===== config.mk =====
export PLATFORM = sky130hd
export DESIGN_NAME = interrupt_wakeup_reset_control
export DESIGN_NICKNAME = d
export VERILOG_FILES = /design/src/irq_wake_pkg.sv /design/src/pin_sync_edge.sv /design/src/interrupt_wakeup_reset_control.sv
export VERILOG_INCLUDE_DIRS = /design/src
export SDC_FILE = /design/constraint.sdc
export NUM_CORES = 1
export LEC_CHECK = 0
export ABC_AREA = 0
export BUFFER_PORTS_ARGS = -buffer_cell sky130_fd_sc_hd__buf_2
export CAP_MARGIN = 15
export CORE_MARGIN = 2
export CORE_UTILIZATION = 53
export DETAILED_ROUTE_END_ITERATION = 6
export HOLD_SLACK_MARGIN = 0.06
export PLACE_DENSITY = 0.86
export SLEW_MARGIN = 5
export SYNTH_ARGS = -nofsm -noshare
export SYNTH_HDL_FRONTEND = slang
export SYNTH_HIERARCHICAL = 1
export SYNTH_SLANG_ARGS = --single-unit

===== constraint.sdc =====
create_clock -name clk_i -period 3.22 [get_ports clk_i]
set_clock_uncertainty 0.1 [all_clocks]
set_input_delay 0.483 -clock clk_i [delete_from_list [all_inputs] [get_ports clk_i]]
set_output_delay 0.483 -clock clk_i [all_outputs]
set_load 0.05 [all_outputs]

===== src/irq_wake_regs.svh =====
// Register offsets, bit positions, reset values and vectors of the interrupt and wake-up block
`ifndef IRQ_WAKE_REGS_SVH
`define IRQ_WAKE_REGS_SVH

// ==========================================================================
// Register byte offsets on the bus
`define IWR_OFF_MASK       8'h00
`define IWR_OFF_FLAG       8'h04
`define IWR_OFF_POWER      8'h08
`define IWR_OFF_WAKE       8'h0C
`define IWR_OFF_TIMER_CTL  8'h10
`define IWR_OFF_STATUS     8'h14

// ==========================================================================
// Source bit positions, shared by the flag and mask registers
`define IWR_BIT_TIMER      0
`define IWR_BIT_PIN_A      1
`define IWR_BIT_PIN_B      2
`define IWR_BIT_PIN_C      3
`define IWR_BIT_CNT1       4
`define IWR_BIT_CNT2       5
`define IWR_BIT_RESERVED   6
`define IWR_BIT_PIN_D      7

// Power mode register: bit 7 selects idle over sleep, bit 6 selects normal speed
`define IWR_BIT_PM_IDLE    7
`define IWR_BIT_PM_NORMAL  6

// Wake control register
`define IWR_BIT_WDT_EN     6
`define IWR_BIT_P9_HIGH    5
`define IWR_BIT_P9_LOW     4

// ==========================================================================
// Reset values and fetch addresses
`define IWR_RST_MASK       8'h00
`define IWR_RST_FLAG       8'h00
`define IWR_RST_POWER      8'h00
`define IWR_RST_WAKE       8'h00
`define IWR_RST_TIMER_CTL  8'hFF
`define IWR_VEC_RESET      12'h000
`define IWR_VEC_IRQ        12'h008

`endif


===== src/irq_wake_pkg.sv =====
// Types shared by the interrupt, wake-up and reset control logic
package irq_wake_pkg;

	// Operating mode seen by the wake-up logic
	typedef enum logic [1:0] {
		MODE_NORMAL,
		MODE_GREEN,
		MODE_IDLE,
		MODE_SLEEP
	} power_mode_t;

	// Core run state as tracked by this block
	typedef enum logic {
		ST_RUN,
		ST_ASLEEP
	} core_state_t;

endpackage


===== src/pin_sync_edge.sv =====
// Two-stage pin synchroniser with falling-edge and change detection
`timescale 1ns/1ps

module pin_sync_edge #(
	parameter int WIDTH = 4
) (
	input  wire logic             clk_i,
	input  wire logic             rst_i,
	input  wire logic [WIDTH-1:0] pin_i,
	output logic      [WIDTH-1:0] level_o,
	output logic      [WIDTH-1:0] fall_o,
	output logic      [WIDTH-1:0] change_o
);

	// ======================================================================
	// Elaboration check
	if (WIDTH < 1) begin : g_width_check
		$error("pin_sync_edge: WIDTH must be at least 1");
	end

	logic [WIDTH-1:0] meta;
	logic [WIDTH-1:0] stable;
	logic [WIDTH-1:0] prev;

	// Pins idle high: resetting to ones avoids a false edge after reset
	always_ff @(posedge clk_i) begin
		if (rst_i) begin
			meta   <= '1;
			stable <= '1;
			prev   <= '1;
		end else begin
			meta   <= pin_i;
			stable <= meta;   // Only the second stage reads the first
			prev   <= stable;
		end
	end

	// Edges are taken between the second and third stages only
	assign level_o  = stable;
	assign fall_o   = prev & ~stable;
	assign change_o = prev ^ stable;

endmodule


===== src/interrupt_wakeup_reset_control.sv =====
// Interrupt, wake-up and reset control for the small 8-bit core
//
// The Wishbone slave port and the register offsets were left to the implementer.
`timescale 1ns/1ps
`include "irq_wake_regs.svh"

// Summary of operation
// - Mask bits 0-5 and 7 enable their source; zero blocks it.
// - Falling edge on an enabled source sets its flag bit.
// - Enabled interrupt with global enable on vectors the core to 008H.
// - Only enable-interrupts sets global enable; disable-interrupts or any reset clears it.
// - Flag register holds captured requests for software to poll.
// - Masked port 7 pins are plain inputs and raise no interrupt.
// - Reset starts at 000H; hardware interrupts always use 008H.
// - Timer timeout vectors when running, resumes after sleep; flag set.
// - Idle mode: enabled timer or pin interrupt wakes and is taken.
// - Sleep mode ignores interrupts; port 9 change or watchdog resets.
// - Enabled watchdog resets in sleep, green, normal; port 9 ignored running.
// - Reset causes: power-on, watchdog, port 9 in sleep, reset pin low.
// - Reset clears counter, timers, watchdog enable and makes ports inputs.
// - Reset sets timer control to all ones, clears flags and mask.
module interrupt_wakeup_reset_control
	import irq_wake_pkg::*;
(
	input  wire logic        clk_i,
	input  wire logic        rst_i,
	// Wishbone classic slave
	input  wire logic        cyc_i,
	input  wire logic        stb_i,
	input  wire logic        we_i,
	input  wire logic [7:0]  adr_i,
	input  wire logic [3:0]  sel_i,
	input  wire logic [31:0] dat_i,
	output logic      [31:0] dat_o,
	output logic             ack_o,
	// Interrupt, wake-up and reset sources
	input  wire logic        timer_ovf_i,
	input  wire logic        counter1_ovf_i,
	input  wire logic        counter2_ovf_i,
	input  wire logic [3:0]  port7_pin_i,
	input  wire logic [7:0]  port9_pin_i,
	input  wire logic        wdt_timeout_i,
	input  wire logic        reset_pin_n_i,
	// Core sequencer
	input  wire logic        instr_boundary_i,
	input  wire logic        enable_interrupts_instr_i,
	input  wire logic        disable_interrupts_instr_i,
	input  wire logic        sleep_instr_i,
	output logic             int_req_o,
	output logic             vector_fetch_o,
	output logic      [11:0] vector_addr_o,
	output logic             wake_o,
	output logic             core_asleep_o,
	output logic             sys_reset_o,
	output logic             wdt_enable_o,
	output logic             normal_speed_o,
	output logic      [7:0]  timer_prescaler_control_o,
	output logic             irq_o
);

	// ======================================================================
	// Pin synchronisers
	logic [3:0] p7_level;
	logic [3:0] p7_fall;
	logic [7:0] p9_change;
	logic       rst_pin_level;

	pin_sync_edge #(.WIDTH(4)) u_port7 (
		.clk_i    (clk_i),
		.rst_i    (rst_i),
		.pin_i    (port7_pin_i),
		.level_o  (p7_level),
		.fall_o   (p7_fall),
		.change_o ()
	);

	pin_sync_edge #(.WIDTH(8)) u_port9 (
		.clk_i    (clk_i),
		.rst_i    (rst_i),
		.pin_i    (port9_pin_i),
		.level_o  (),
		.fall_o   (),
		.change_o (p9_change)
	);

	pin_sync_edge #(.WIDTH(1)) u_rst_pin (
		.clk_i    (clk_i),
		.rst_i    (rst_i),
		.pin_i    (reset_pin_n_i),
		.level_o  (rst_pin_level),
		.fall_o   (),
		.change_o ()
	);

	// ======================================================================
	// Register state
	logic [7:0]  interrupt_enable_mask;
	logic [7:0]  interrupt_flag_register;
	logic [7:0]  power_mode_register;
	logic [7:0]  wake_control;
	logic [7:0]  timer_prescaler_control;
	logic        global_enable;
	core_state_t state;
	logic        reset_hold;
	logic        ack;
	logic [31:0] rdata;
	logic        fetch;
	logic [11:0] vec_addr;
	logic        wake;
	logic [2:0]  int_prev;

	logic [7:0]  next_interrupt_enable_mask;
	logic [7:0]  next_interrupt_flag_register;
	logic [7:0]  next_power_mode_register;
	logic [7:0]  next_wake_control;
	logic [7:0]  next_timer_prescaler_control;
	logic        next_global_enable;
	core_state_t next_state;
	logic        next_reset_hold;
	logic        next_ack;
	logic [31:0] next_rdata;
	logic        next_fetch;
	logic [11:0] next_vec_addr;
	logic        next_wake;

	// Decode the mode from the power bits and whether the core sleeps
	function automatic power_mode_t decode_mode(input logic [7:0] pm, input core_state_t st);
		if (st == ST_ASLEEP)
			decode_mode = pm[`IWR_BIT_PM_IDLE] ? MODE_IDLE : MODE_SLEEP;
		else
			decode_mode = pm[`IWR_BIT_PM_NORMAL] ? MODE_NORMAL : MODE_GREEN;
	endfunction

	// ======================================================================
	// Event decode
	power_mode_t mode;
	logic [7:0]  src_fall;
	logic [7:0]  src_event;
	logic        p9_event;
	logic        wdt_event;
	logic        reset_cause;
	logic        bus_req;
	logic        wr_lane0;
	logic        take_irq;
	logic        clear;

	assign mode    = decode_mode(power_mode_register, state);
	assign clear   = rst_i | reset_hold;
	assign bus_req = cyc_i & stb_i & ~ack;
	assign wr_lane0 = bus_req & we_i & sel_i[0];

	// Internal sources are same-clock logic, only edge-detected here
	always_comb begin
		src_fall                    = 8'h00;
		src_fall[`IWR_BIT_TIMER]    = int_prev[0] & ~timer_ovf_i;
		src_fall[`IWR_BIT_CNT1]     = int_prev[1] & ~counter1_ovf_i;
		src_fall[`IWR_BIT_CNT2]     = int_prev[2] & ~counter2_ovf_i;
		src_fall[`IWR_BIT_PIN_A]    = p7_fall[0];
		src_fall[`IWR_BIT_PIN_B]    = p7_fall[1];
		src_fall[`IWR_BIT_PIN_C]    = p7_fall[2];
		src_fall[`IWR_BIT_PIN_D]    = p7_fall[3];
	end

	// Masked pins never reach the flags; sleep mode ignores every source
	assign src_event = (mode == MODE_SLEEP) ? 8'h00 : (src_fall & interrupt_enable_mask);

	assign p9_event = ((|p9_change[7:4]) & wake_control[`IWR_BIT_P9_HIGH]) |
		((|p9_change[3:0]) & wake_control[`IWR_BIT_P9_LOW]);
	assign wdt_event = wdt_timeout_i & wake_control[`IWR_BIT_WDT_EN];

	// Idle turns the watchdog and port 9 into plain wake-ups
	assign reset_cause = ~rst_pin_level |
		((mode == MODE_SLEEP) & p9_event) |
		(wdt_event & (mode != MODE_IDLE));

	assign irq_o     = |(interrupt_flag_register & interrupt_enable_mask);
	assign int_req_o = irq_o & global_enable & (state == ST_RUN);
	assign take_irq  = int_req_o & instr_boundary_i;

	// ======================================================================
	// Next-state logic
	always_comb begin
		next_interrupt_enable_mask   = interrupt_enable_mask;
		next_interrupt_flag_register = interrupt_flag_register;
		next_power_mode_register     = power_mode_register;
		next_wake_control            = wake_control;
		next_timer_prescaler_control = timer_prescaler_control;
		next_global_enable           = global_enable;
		next_state                   = state;
		next_reset_hold              = reset_cause;
		next_ack                     = bus_req;
		next_rdata                   = 32'h0000_0000;
		next_fetch                   = 1'b0;
		next_vec_addr                = vec_addr;
		next_wake                    = 1'b0;

		// Register writes; only byte lane 0 carries data
		if (wr_lane0) begin
			unique case (adr_i)
				`IWR_OFF_MASK: begin
					next_interrupt_enable_mask = dat_i[7:0];
					next_interrupt_enable_mask[`IWR_BIT_RESERVED] = 1'b0;
				end
				`IWR_OFF_FLAG:
					next_interrupt_flag_register = interrupt_flag_register & ~dat_i[7:0];
				`IWR_OFF_POWER:
					next_power_mode_register = {dat_i[7:6], 6'h00};
				`IWR_OFF_WAKE:
					next_wake_control = {1'b0, dat_i[6:4], 4'h0};
				`IWR_OFF_TIMER_CTL:
					next_timer_prescaler_control = dat_i[7:0];
				default: begin
				end
			endcase
		end

		// Reads; unmapped offsets answer zero
		if (bus_req && !we_i) begin
			unique case (adr_i)
				`IWR_OFF_MASK:      next_rdata = {24'h000000, interrupt_enable_mask};
				`IWR_OFF_FLAG:      next_rdata = {24'h000000, interrupt_flag_register};
				`IWR_OFF_POWER:     next_rdata = {24'h000000, power_mode_register};
				`IWR_OFF_WAKE:      next_rdata = {24'h000000, wake_control};
				`IWR_OFF_TIMER_CTL: next_rdata = {24'h000000, timer_prescaler_control};
				`IWR_OFF_STATUS:    next_rdata = {28'h0000000, mode, state == ST_ASLEEP, global_enable};
				default:            next_rdata = 32'h0000_0000;
			endcase
		end

		// A new edge wins over a clear in the same cycle
		next_interrupt_flag_register = next_interrupt_flag_register | src_event;

		// Global enable changes only on the two instructions and on any reset
		if (enable_interrupts_instr_i && !disable_interrupts_instr_i)
			next_global_enable = 1'b1;
		else if (disable_interrupts_instr_i)
			next_global_enable = 1'b0;

		// Hardware interrupts always use the fixed vector
		if (take_irq) begin
			next_fetch    = 1'b1;
			next_vec_addr = `IWR_VEC_IRQ;
		end

		// Sleep and wake; only a reset leaves sleep mode
		unique case (state)
			ST_RUN:
				if (sleep_instr_i)
					next_state = ST_ASLEEP;
			ST_ASLEEP:
				if (mode == MODE_IDLE && ((|src_event) || p9_event || wdt_event)) begin
					next_state = ST_RUN;
					next_wake  = 1'b1;
				end
		endcase

		// Any reset source returns the block to its defaults
		if (clear) begin
			next_interrupt_enable_mask   = `IWR_RST_MASK;
			next_interrupt_flag_register = `IWR_RST_FLAG;
			next_power_mode_register     = `IWR_RST_POWER;
			next_wake_control            = `IWR_RST_WAKE;
			next_timer_prescaler_control = `IWR_RST_TIMER_CTL;
			next_global_enable           = 1'b0;
			next_state                   = ST_RUN;
			next_fetch                   = 1'b0;
			next_vec_addr                = `IWR_VEC_RESET;
			next_wake                    = 1'b0;
		end
		if (rst_i) begin
			next_reset_hold = 1'b1;
			next_ack        = 1'b0;
		end
	end

	// ======================================================================
	// State registers
	always_ff @(posedge clk_i) begin
		interrupt_enable_mask   <= next_interrupt_enable_mask;
		interrupt_flag_register <= next_interrupt_flag_register;
		power_mode_register     <= next_power_mode_register;
		wake_control            <= next_wake_control;
		timer_prescaler_control <= next_timer_prescaler_control;
		global_enable           <= next_global_enable;
		state                   <= next_state;
		reset_hold              <= next_reset_hold;
		ack                     <= next_ack;
		rdata                   <= next_rdata;
		fetch                   <= next_fetch;
		vec_addr                <= next_vec_addr;
		wake                    <= next_wake;
		int_prev                <= rst_i ? 3'h0 : {counter2_ovf_i, counter1_ovf_i, timer_ovf_i};
	end

	// The reset pulse clears program counter, timers and port directions outside
	assign sys_reset_o               = reset_hold;
	assign ack_o                     = ack;
	assign dat_o                     = rdata;
	assign vector_fetch_o            = fetch;
	assign vector_addr_o             = vec_addr;
	assign wake_o                    = wake;
	assign core_asleep_o             = (state == ST_ASLEEP);
	assign wdt_enable_o              = wake_control[`IWR_BIT_WDT_EN];
	assign normal_speed_o            = power_mode_register[`IWR_BIT_PM_NORMAL];
	assign timer_prescaler_control_o = timer_prescaler_control;

	// ======================================================================
	// Assertions
	AST_MASK_WRITE: assert property (@(posedge clk_i) disable iff (rst_i)
		(wr_lane0 && adr_i == `IWR_OFF_MASK && !reset_hold) |=>
		interrupt_enable_mask == {$past(dat_i[7]), 1'b0, $past(dat_i[5:0])})
		else $error("Mask register did not take the written enables");

	AST_FLAG_SET: assert property (@(posedge clk_i) disable iff (rst_i)
		(|src_event && !reset_hold) |=> ((interrupt_flag_register & $past(src_event)) == $past(src_event)))
		else $error("Source edge did not set its flag");

	AST_VECTOR: assert property (@(posedge clk_i) disable iff (rst_i)
		(take_irq && !reset_hold) |=> (vector_fetch_o && vector_addr_o == `IWR_VEC_IRQ))
		else $error("Interrupt not vectored to its fixed address");

	AST_GIE_ON: assert property (@(posedge clk_i) disable iff (rst_i)
		(enable_interrupts_instr_i && !disable_interrupts_instr_i && !reset_hold) |=> global_enable ##1
		(global_enable || $past(disable_interrupts_instr_i) || $past(reset_hold)))
		else $error("Global enable not held after enable instruction");

	AST_SLEEP_IGNORE: assert property (@(posedge clk_i) disable iff (rst_i)
		(mode == MODE_SLEEP && !wr_lane0 && !reset_hold) |=> $stable(interrupt_flag_register))
		else $error("Flag changed in sleep mode");

	AST_RESET_CAUSE: assert property (@(posedge clk_i) disable iff (rst_i)
		reset_cause |=> sys_reset_o)
		else $error("Reset cause did not raise the system reset");

	AST_RESET_DEFAULTS: assert property (@(posedge clk_i)
		sys_reset_o |=> (interrupt_enable_mask == `IWR_RST_MASK && interrupt_flag_register == `IWR_RST_FLAG &&
		timer_prescaler_control == `IWR_RST_TIMER_CTL && vector_addr_o == `IWR_VEC_RESET && !wdt_enable_o))
		else $error("Reset defaults not applied");

	AST_IDLE_WAKE: assert property (@(posedge clk_i) disable iff (rst_i)
		(mode == MODE_IDLE && |src_event && !reset_cause && !reset_hold) |=>
		(wake_o && !core_asleep_o) ##1 !wake_o)
		else $error("Idle interrupt did not wake the core");

	AST_REQUEST: assert property (@(posedge clk_i) disable iff (rst_i)
		int_req_o |-> (global_enable && |(interrupt_flag_register & interrupt_enable_mask)))
		else $error("Request without enabled pending flag");

	AST_BUS_ACK: assert property (@(posedge clk_i) disable iff (rst_i)
		(cyc_i && stb_i && !ack_o) |=> ack_o ##1 !ack_o)
		else $error("Bus acknowledge not a single cycle");

endmodule


[Word level (Yosys, flattened, before mapping)]
Cells that the tools add are included.
Storage, ports and cells
  register bits after elaboration: 108
  latch bits: 0
  RAM bits: 0
  memory bits (read-only): 0
  input bits: 70
  output and inout port bits: 61
  word-level logic and storage cells: 95
  memories kept: 0
Operators by class
  add/subtract/negate cells: 0
  multipliers: 0
  divide/modulo/power cells: 0
  magnitude comparators: 0
  equal/unequal tests: 8
  shifts and indexed selects: 0
  multiplexer cells: 14
  bitwise gates (word level): 33
  reductions and logical operators: 18
Operators by type and width (count)
  case mux 8 bit (6 select lines): 1
  bitwise AND 8 bit: 3
  two-way mux 8 bit: 3
  == test 8 x 4 -> 1 bit (second input constant): 2
  == test 8 x 5 -> 1 bit (second input constant): 2
  OR reduction 8 bit: 2
  bitwise AND 1 bit: 15
  == test 8 x 3 -> 1 bit (second input constant): 1
  zero test 8 bit: 1
  two-way mux 1 bit: 8
  NOT 8 bit: 1
  OR 8 bit: 1
  AND reduction 2 bit: 4
  OR reduction 4 bit: 2
  XOR 8 bit: 1
  NOT 1 bit: 6
  bitwise AND 4 bit: 1
  == test 2 bit (second input constant): 2
  NOT 4 bit: 1
  OR 1 bit: 4
  logical AND 1 bit: 3
  zero test 1 bit: 2
  logical OR 1 bit: 2
  two-way mux 2 bit: 1
  4 further kinds: 4

[Longest topological paths before layout]
  depth after elaboration: 10
  depth in mapped cells: 8
  depth with buffers taken out: 8

[Cells and area by module]
Netlist, hierarchy kept.
Modules (own cells, without submodules)
  interrupt_wakeup_reset_control: times used 1, cells each 260, area each 2308.5 µm², sequential area each 920.9 µm²
  pin_sync_edge (u_port9): times used 1, cells each 74, area each 813.3 µm², sequential area each 480.5 µm²
  pin_sync_edge (u_port7): times used 1, cells each 37, area each 406.6 µm², sequential area each 240.2 µm²
  pin_sync_edge (u_rst_pin): times used 1, cells each 9, area each 98.8 µm², sequential area each 60.1 µm²

[Least setup slack after synthesis]
Ideal clock, no wire load.
  path kind: register -> output
  from: register interrupt_flag_register[4]
  to: output port int_req_o
  arrival time: 1618 ps
  required time: 2637 ps
  slack: 1019 ps
  stages on the path, launching flop included: 4
  buffers on the path: 0
  cell sequence: dfxtp_1 -> a222oi_1 -> nand3_1 -> and3b_1
Between the ends
  longest elaborated chain between the ends: 4
Ends and longest elaborated chain
  start: declaration: RTL line interrupt_wakeup_reset_control.sv:98  | logic [7:0] interrupt_flag_register;
  start signal: assignment: RTL line interrupt_wakeup_reset_control.sv:280  | interrupt_flag_register <= next_interrupt_flag_register;
  bitwise AND 8 bit: RTL line interrupt_wakeup_reset_control.sv:176  | assign irq_o = |(interrupt_flag_register & interrupt_enable_mask);
  OR reduction 8 bit: RTL line interrupt_wakeup_reset_control.sv:176
  net irq_o: RTL line interrupt_wakeup_reset_control.sv:58  | output logic irq_o
  bitwise AND 1 bit (2 in series): RTL line interrupt_wakeup_reset_control.sv:177  | assign int_req_o = irq_o & global_enable & (state == ST_RUN);
  end: declaration: RTL line interrupt_wakeup_reset_control.sv:49  | output logic int_req_o,
The timed path passes the listed nets, and every way through them passes these cells.

[Final worst setup path]
  from: register interrupt_enable_mask[4]
  to: output port int_req_o
Between the ends
  longest elaborated chain between the ends: 4
Ends and longest elaborated chain
  start: declaration: RTL line interrupt_wakeup_reset_control.sv:97  | logic [7:0] interrupt_enable_mask;
  start signal: assignment: RTL line interrupt_wakeup_reset_control.sv:279  | interrupt_enable_mask <= next_interrupt_enable_mask;
  bitwise AND 8 bit: RTL line interrupt_wakeup_reset_control.sv:176
  OR reduction 8 bit: RTL line interrupt_wakeup_reset_control.sv:176
  bitwise AND 1 bit (2 in series): RTL line interrupt_wakeup_reset_control.sv:177
No other way between the ends.

==> impl_results.md <==
* Die width at 86.0 µm
* Initial Util at 55.5%
* Reg clk slew, reported paths at 0.09 ns
* Max Root-Sink Buffers at 2
* Routed WL at 6.85 mm
* R2R Path Start: ack_o
* Leakage power at 1.78 nW
* Initial antenna violation count at 1
* DP Worst Slack at 0.704 ns
* Slew headroom at 48.9%
* Crit. End Element: output port
* Syn Area/Cell at 9.61 µm²
* Remaining DRCs at 0
* CORE AREA at 6420 µm²
* Post-CTS Resized at 0
* Vias in the first global route at 2260
* # clock sinks at 84
* Clock root buffer: clkbuf_8
* Final worst-path cycle share at 69.3%
* Final Wtd Congestion at 0.836
* Input/output buffers at 68
* Worst Tran Pin Value at 0.761 ns
* Area grow syn2layout at 13.3%
* Post-CTS Setup Bufs at 0
* Slew Viols, Final at 0
* Total power divided by cell area at 519 nW/µm²
* Placed Cells incl. Taps at 505
* Vias per cell at 4.92
* First-pass GRT wire length at 10.6 mm
* WP data arrival at 1.65 ns
* Pre-Repair DR Iteration Count at 4
* Outcome: completed
* Global Route Usage Sum at 18.5%
* Synthesized area at 3570 µm²
* CP max-delay cell: dfxtp_1
* Fmax at 0.448 GHz
* Filler cells at 525
* CTS tree: built
* Largest net degree at the start of global routing at 46
* Layout cells sized above 1 at 22.0%
* YS warnings at 6
* Post-Layout Cell Count at 522
* # diodes at 0
* Starting DRC count in detailed routing at 167
* Hold path endpoint: global_enable
* Dpl hpwl at 5.06 mm
* Die height at 86.0 µm
* Hold depth at 2
* CP Data Required Time at 2.64 ns
* Final setup fails at 0
* Nets at 522
* Hold Crit Class: in -> reg
* Minimum clock period at 2.23 ns
* Crit path launch type: flop
* R2r setup slk at 1.14 ns
* Fin Setup TNS at 0 ns
* Crit Path Category: reg -> out
* CP cell instances: a222oi_1 -> nand3_1 -> and3b_1 -> buf_2
* Reg2Reg Depth at 4
* Max-Cap Viols at 0
* Grt total ovfl at 0
* I/O pins at 131
* CP Max Fanout at 4
* Hold Vio Cnt, Final at 0
* Worst ir drop on vdd at 0.369 mV
* Vias at 2566
* Num rows at 29
* Wire per inst at 13.1 µm
* Reg-to-reg endpoint: timer_prescaler_control_o[4]
* Max incr delay on CP at 0.36 ns
* Hold_sp: disable_interrupts_instr_i
* H-tree depth at 3
* Die area at 7400 µm²
* Clk_lat worst skew at 0.35 ns
* CTS Buf Count at 9
* RSZ-0062 raised after global routing: no
* Routed Antenna Nets at 0
* Synth Instances at 371
* Setup WS post-layout at 0.989 ns
* Hold_buf cts at 0
==> placed cells by master (no fill, tap or decap), drive strengths merged, types with 4 or more instances in the layout <==
cell type	n
dfxtp	84
buf	71
or2	39
nand2	38
conb	35
nor2	23
mux2i	22
inv	22
nand3	12
ha	12
a21oi	9
clkbuf	9
a22oi	7
o21ai	6
nand4b	4
nor2b	4
nor3	4
==> worst max-delay path, delay by kind of cell (launching register included) <==
kind	cells	cell delay, ns
AO/OA/AOI/OAI	1	0.35
buffers and inverters	1	0.20
flip-flops	1	0.36
AND/OR/NAND/NOR	2	0.38
==> where the power goes <==
part / total (mW) / switching [mW] / internal, mW
combinational: 0.205 / 0.157 / 0.0474
clock: 0.822 / 0.382 / 0.440
sequential: 1.07 / 0.00671 / 1.06
total: 2.09 / 0.546 / 1.55
==> worst max path at each step <==
stage	slack (ns)	start	cells past startpoint	endpoint
finish	0.99	interrupt_enable_mask[4]	4	int_req_o
global route	0.91	interrupt_flag_register[4]	4	int_req_o
CTS	0.99	interrupt_flag_register[4]	4	int_req_o
detailed placement	0.70	adr_i[2]	6	interrupt_flag_register[1]
global placement	0.75	adr_i[2]	6	interrupt_flag_register[1]
floorplan	1.02	interrupt_flag_register[4]	3	int_req_o
==> per-layer routing <==
layer | up-vias | track usage, % | share of wire [%] | wire [µm]
met5 | - | 0 | 0 | 0
met4 | 0 | 8.80 | 1.8 | 121
met3 | 12 | 4.23 | 7.4 | 506
met2 | 109 | 30.3 | 49 | 3380
met1 | 1139 | 22.8 | 41 | 2840
li1 | 1306 | - | - | -
==> registers in the layout (all words and copies together), names as in the netlist, 3 cells and up <==
name                       flops
int_prev                       3
interrupt_enable_mask          7
dat_o                          8
interrupt_flag_register        8
u_port9/meta                   8
u_port7/meta                   4
u_port7/level_o                4
timer_prescaler_control_o      8
u_port9/level_o                8
wake_control                   3
u_port7/prev                   4
u_port9/prev                   8
==> area by class of cell <==
| cell class | count | area, µm² | area share [%] |
|---|---|---|---|
| inverters | 21 | 78.8 | 1.95 |
| repair buffers | 71 | 363 | 8.98 |
| flip-flops and latches | 84 | 1680 | 41.6 |
| well taps | 77 | 96.3 | 2.39 |
| multi-input cells | 253 | 1600 | 39.5 |
| clock buffers | 9 | 124 | 3.07 |
| clock inverters | 7 | 100 | 2.48 |
==> through the flow <==
stage	instance area, µm²	utilization (%)	hold slack (ns)	power, mW
2_1_floorplan	3690	-	0.283	1.28
3_3_place_gp	3810	59.3	0.285	1.29
3_5_place_dp	3810	59.3	0.287	1.30
4_1_cts	4030	62.8	0.183	2.11
5_1_grt	4040	62.9	0.193	2.17
6_report	4040	62.9	0.197	2.09
(Power assumes the default switching activity.)
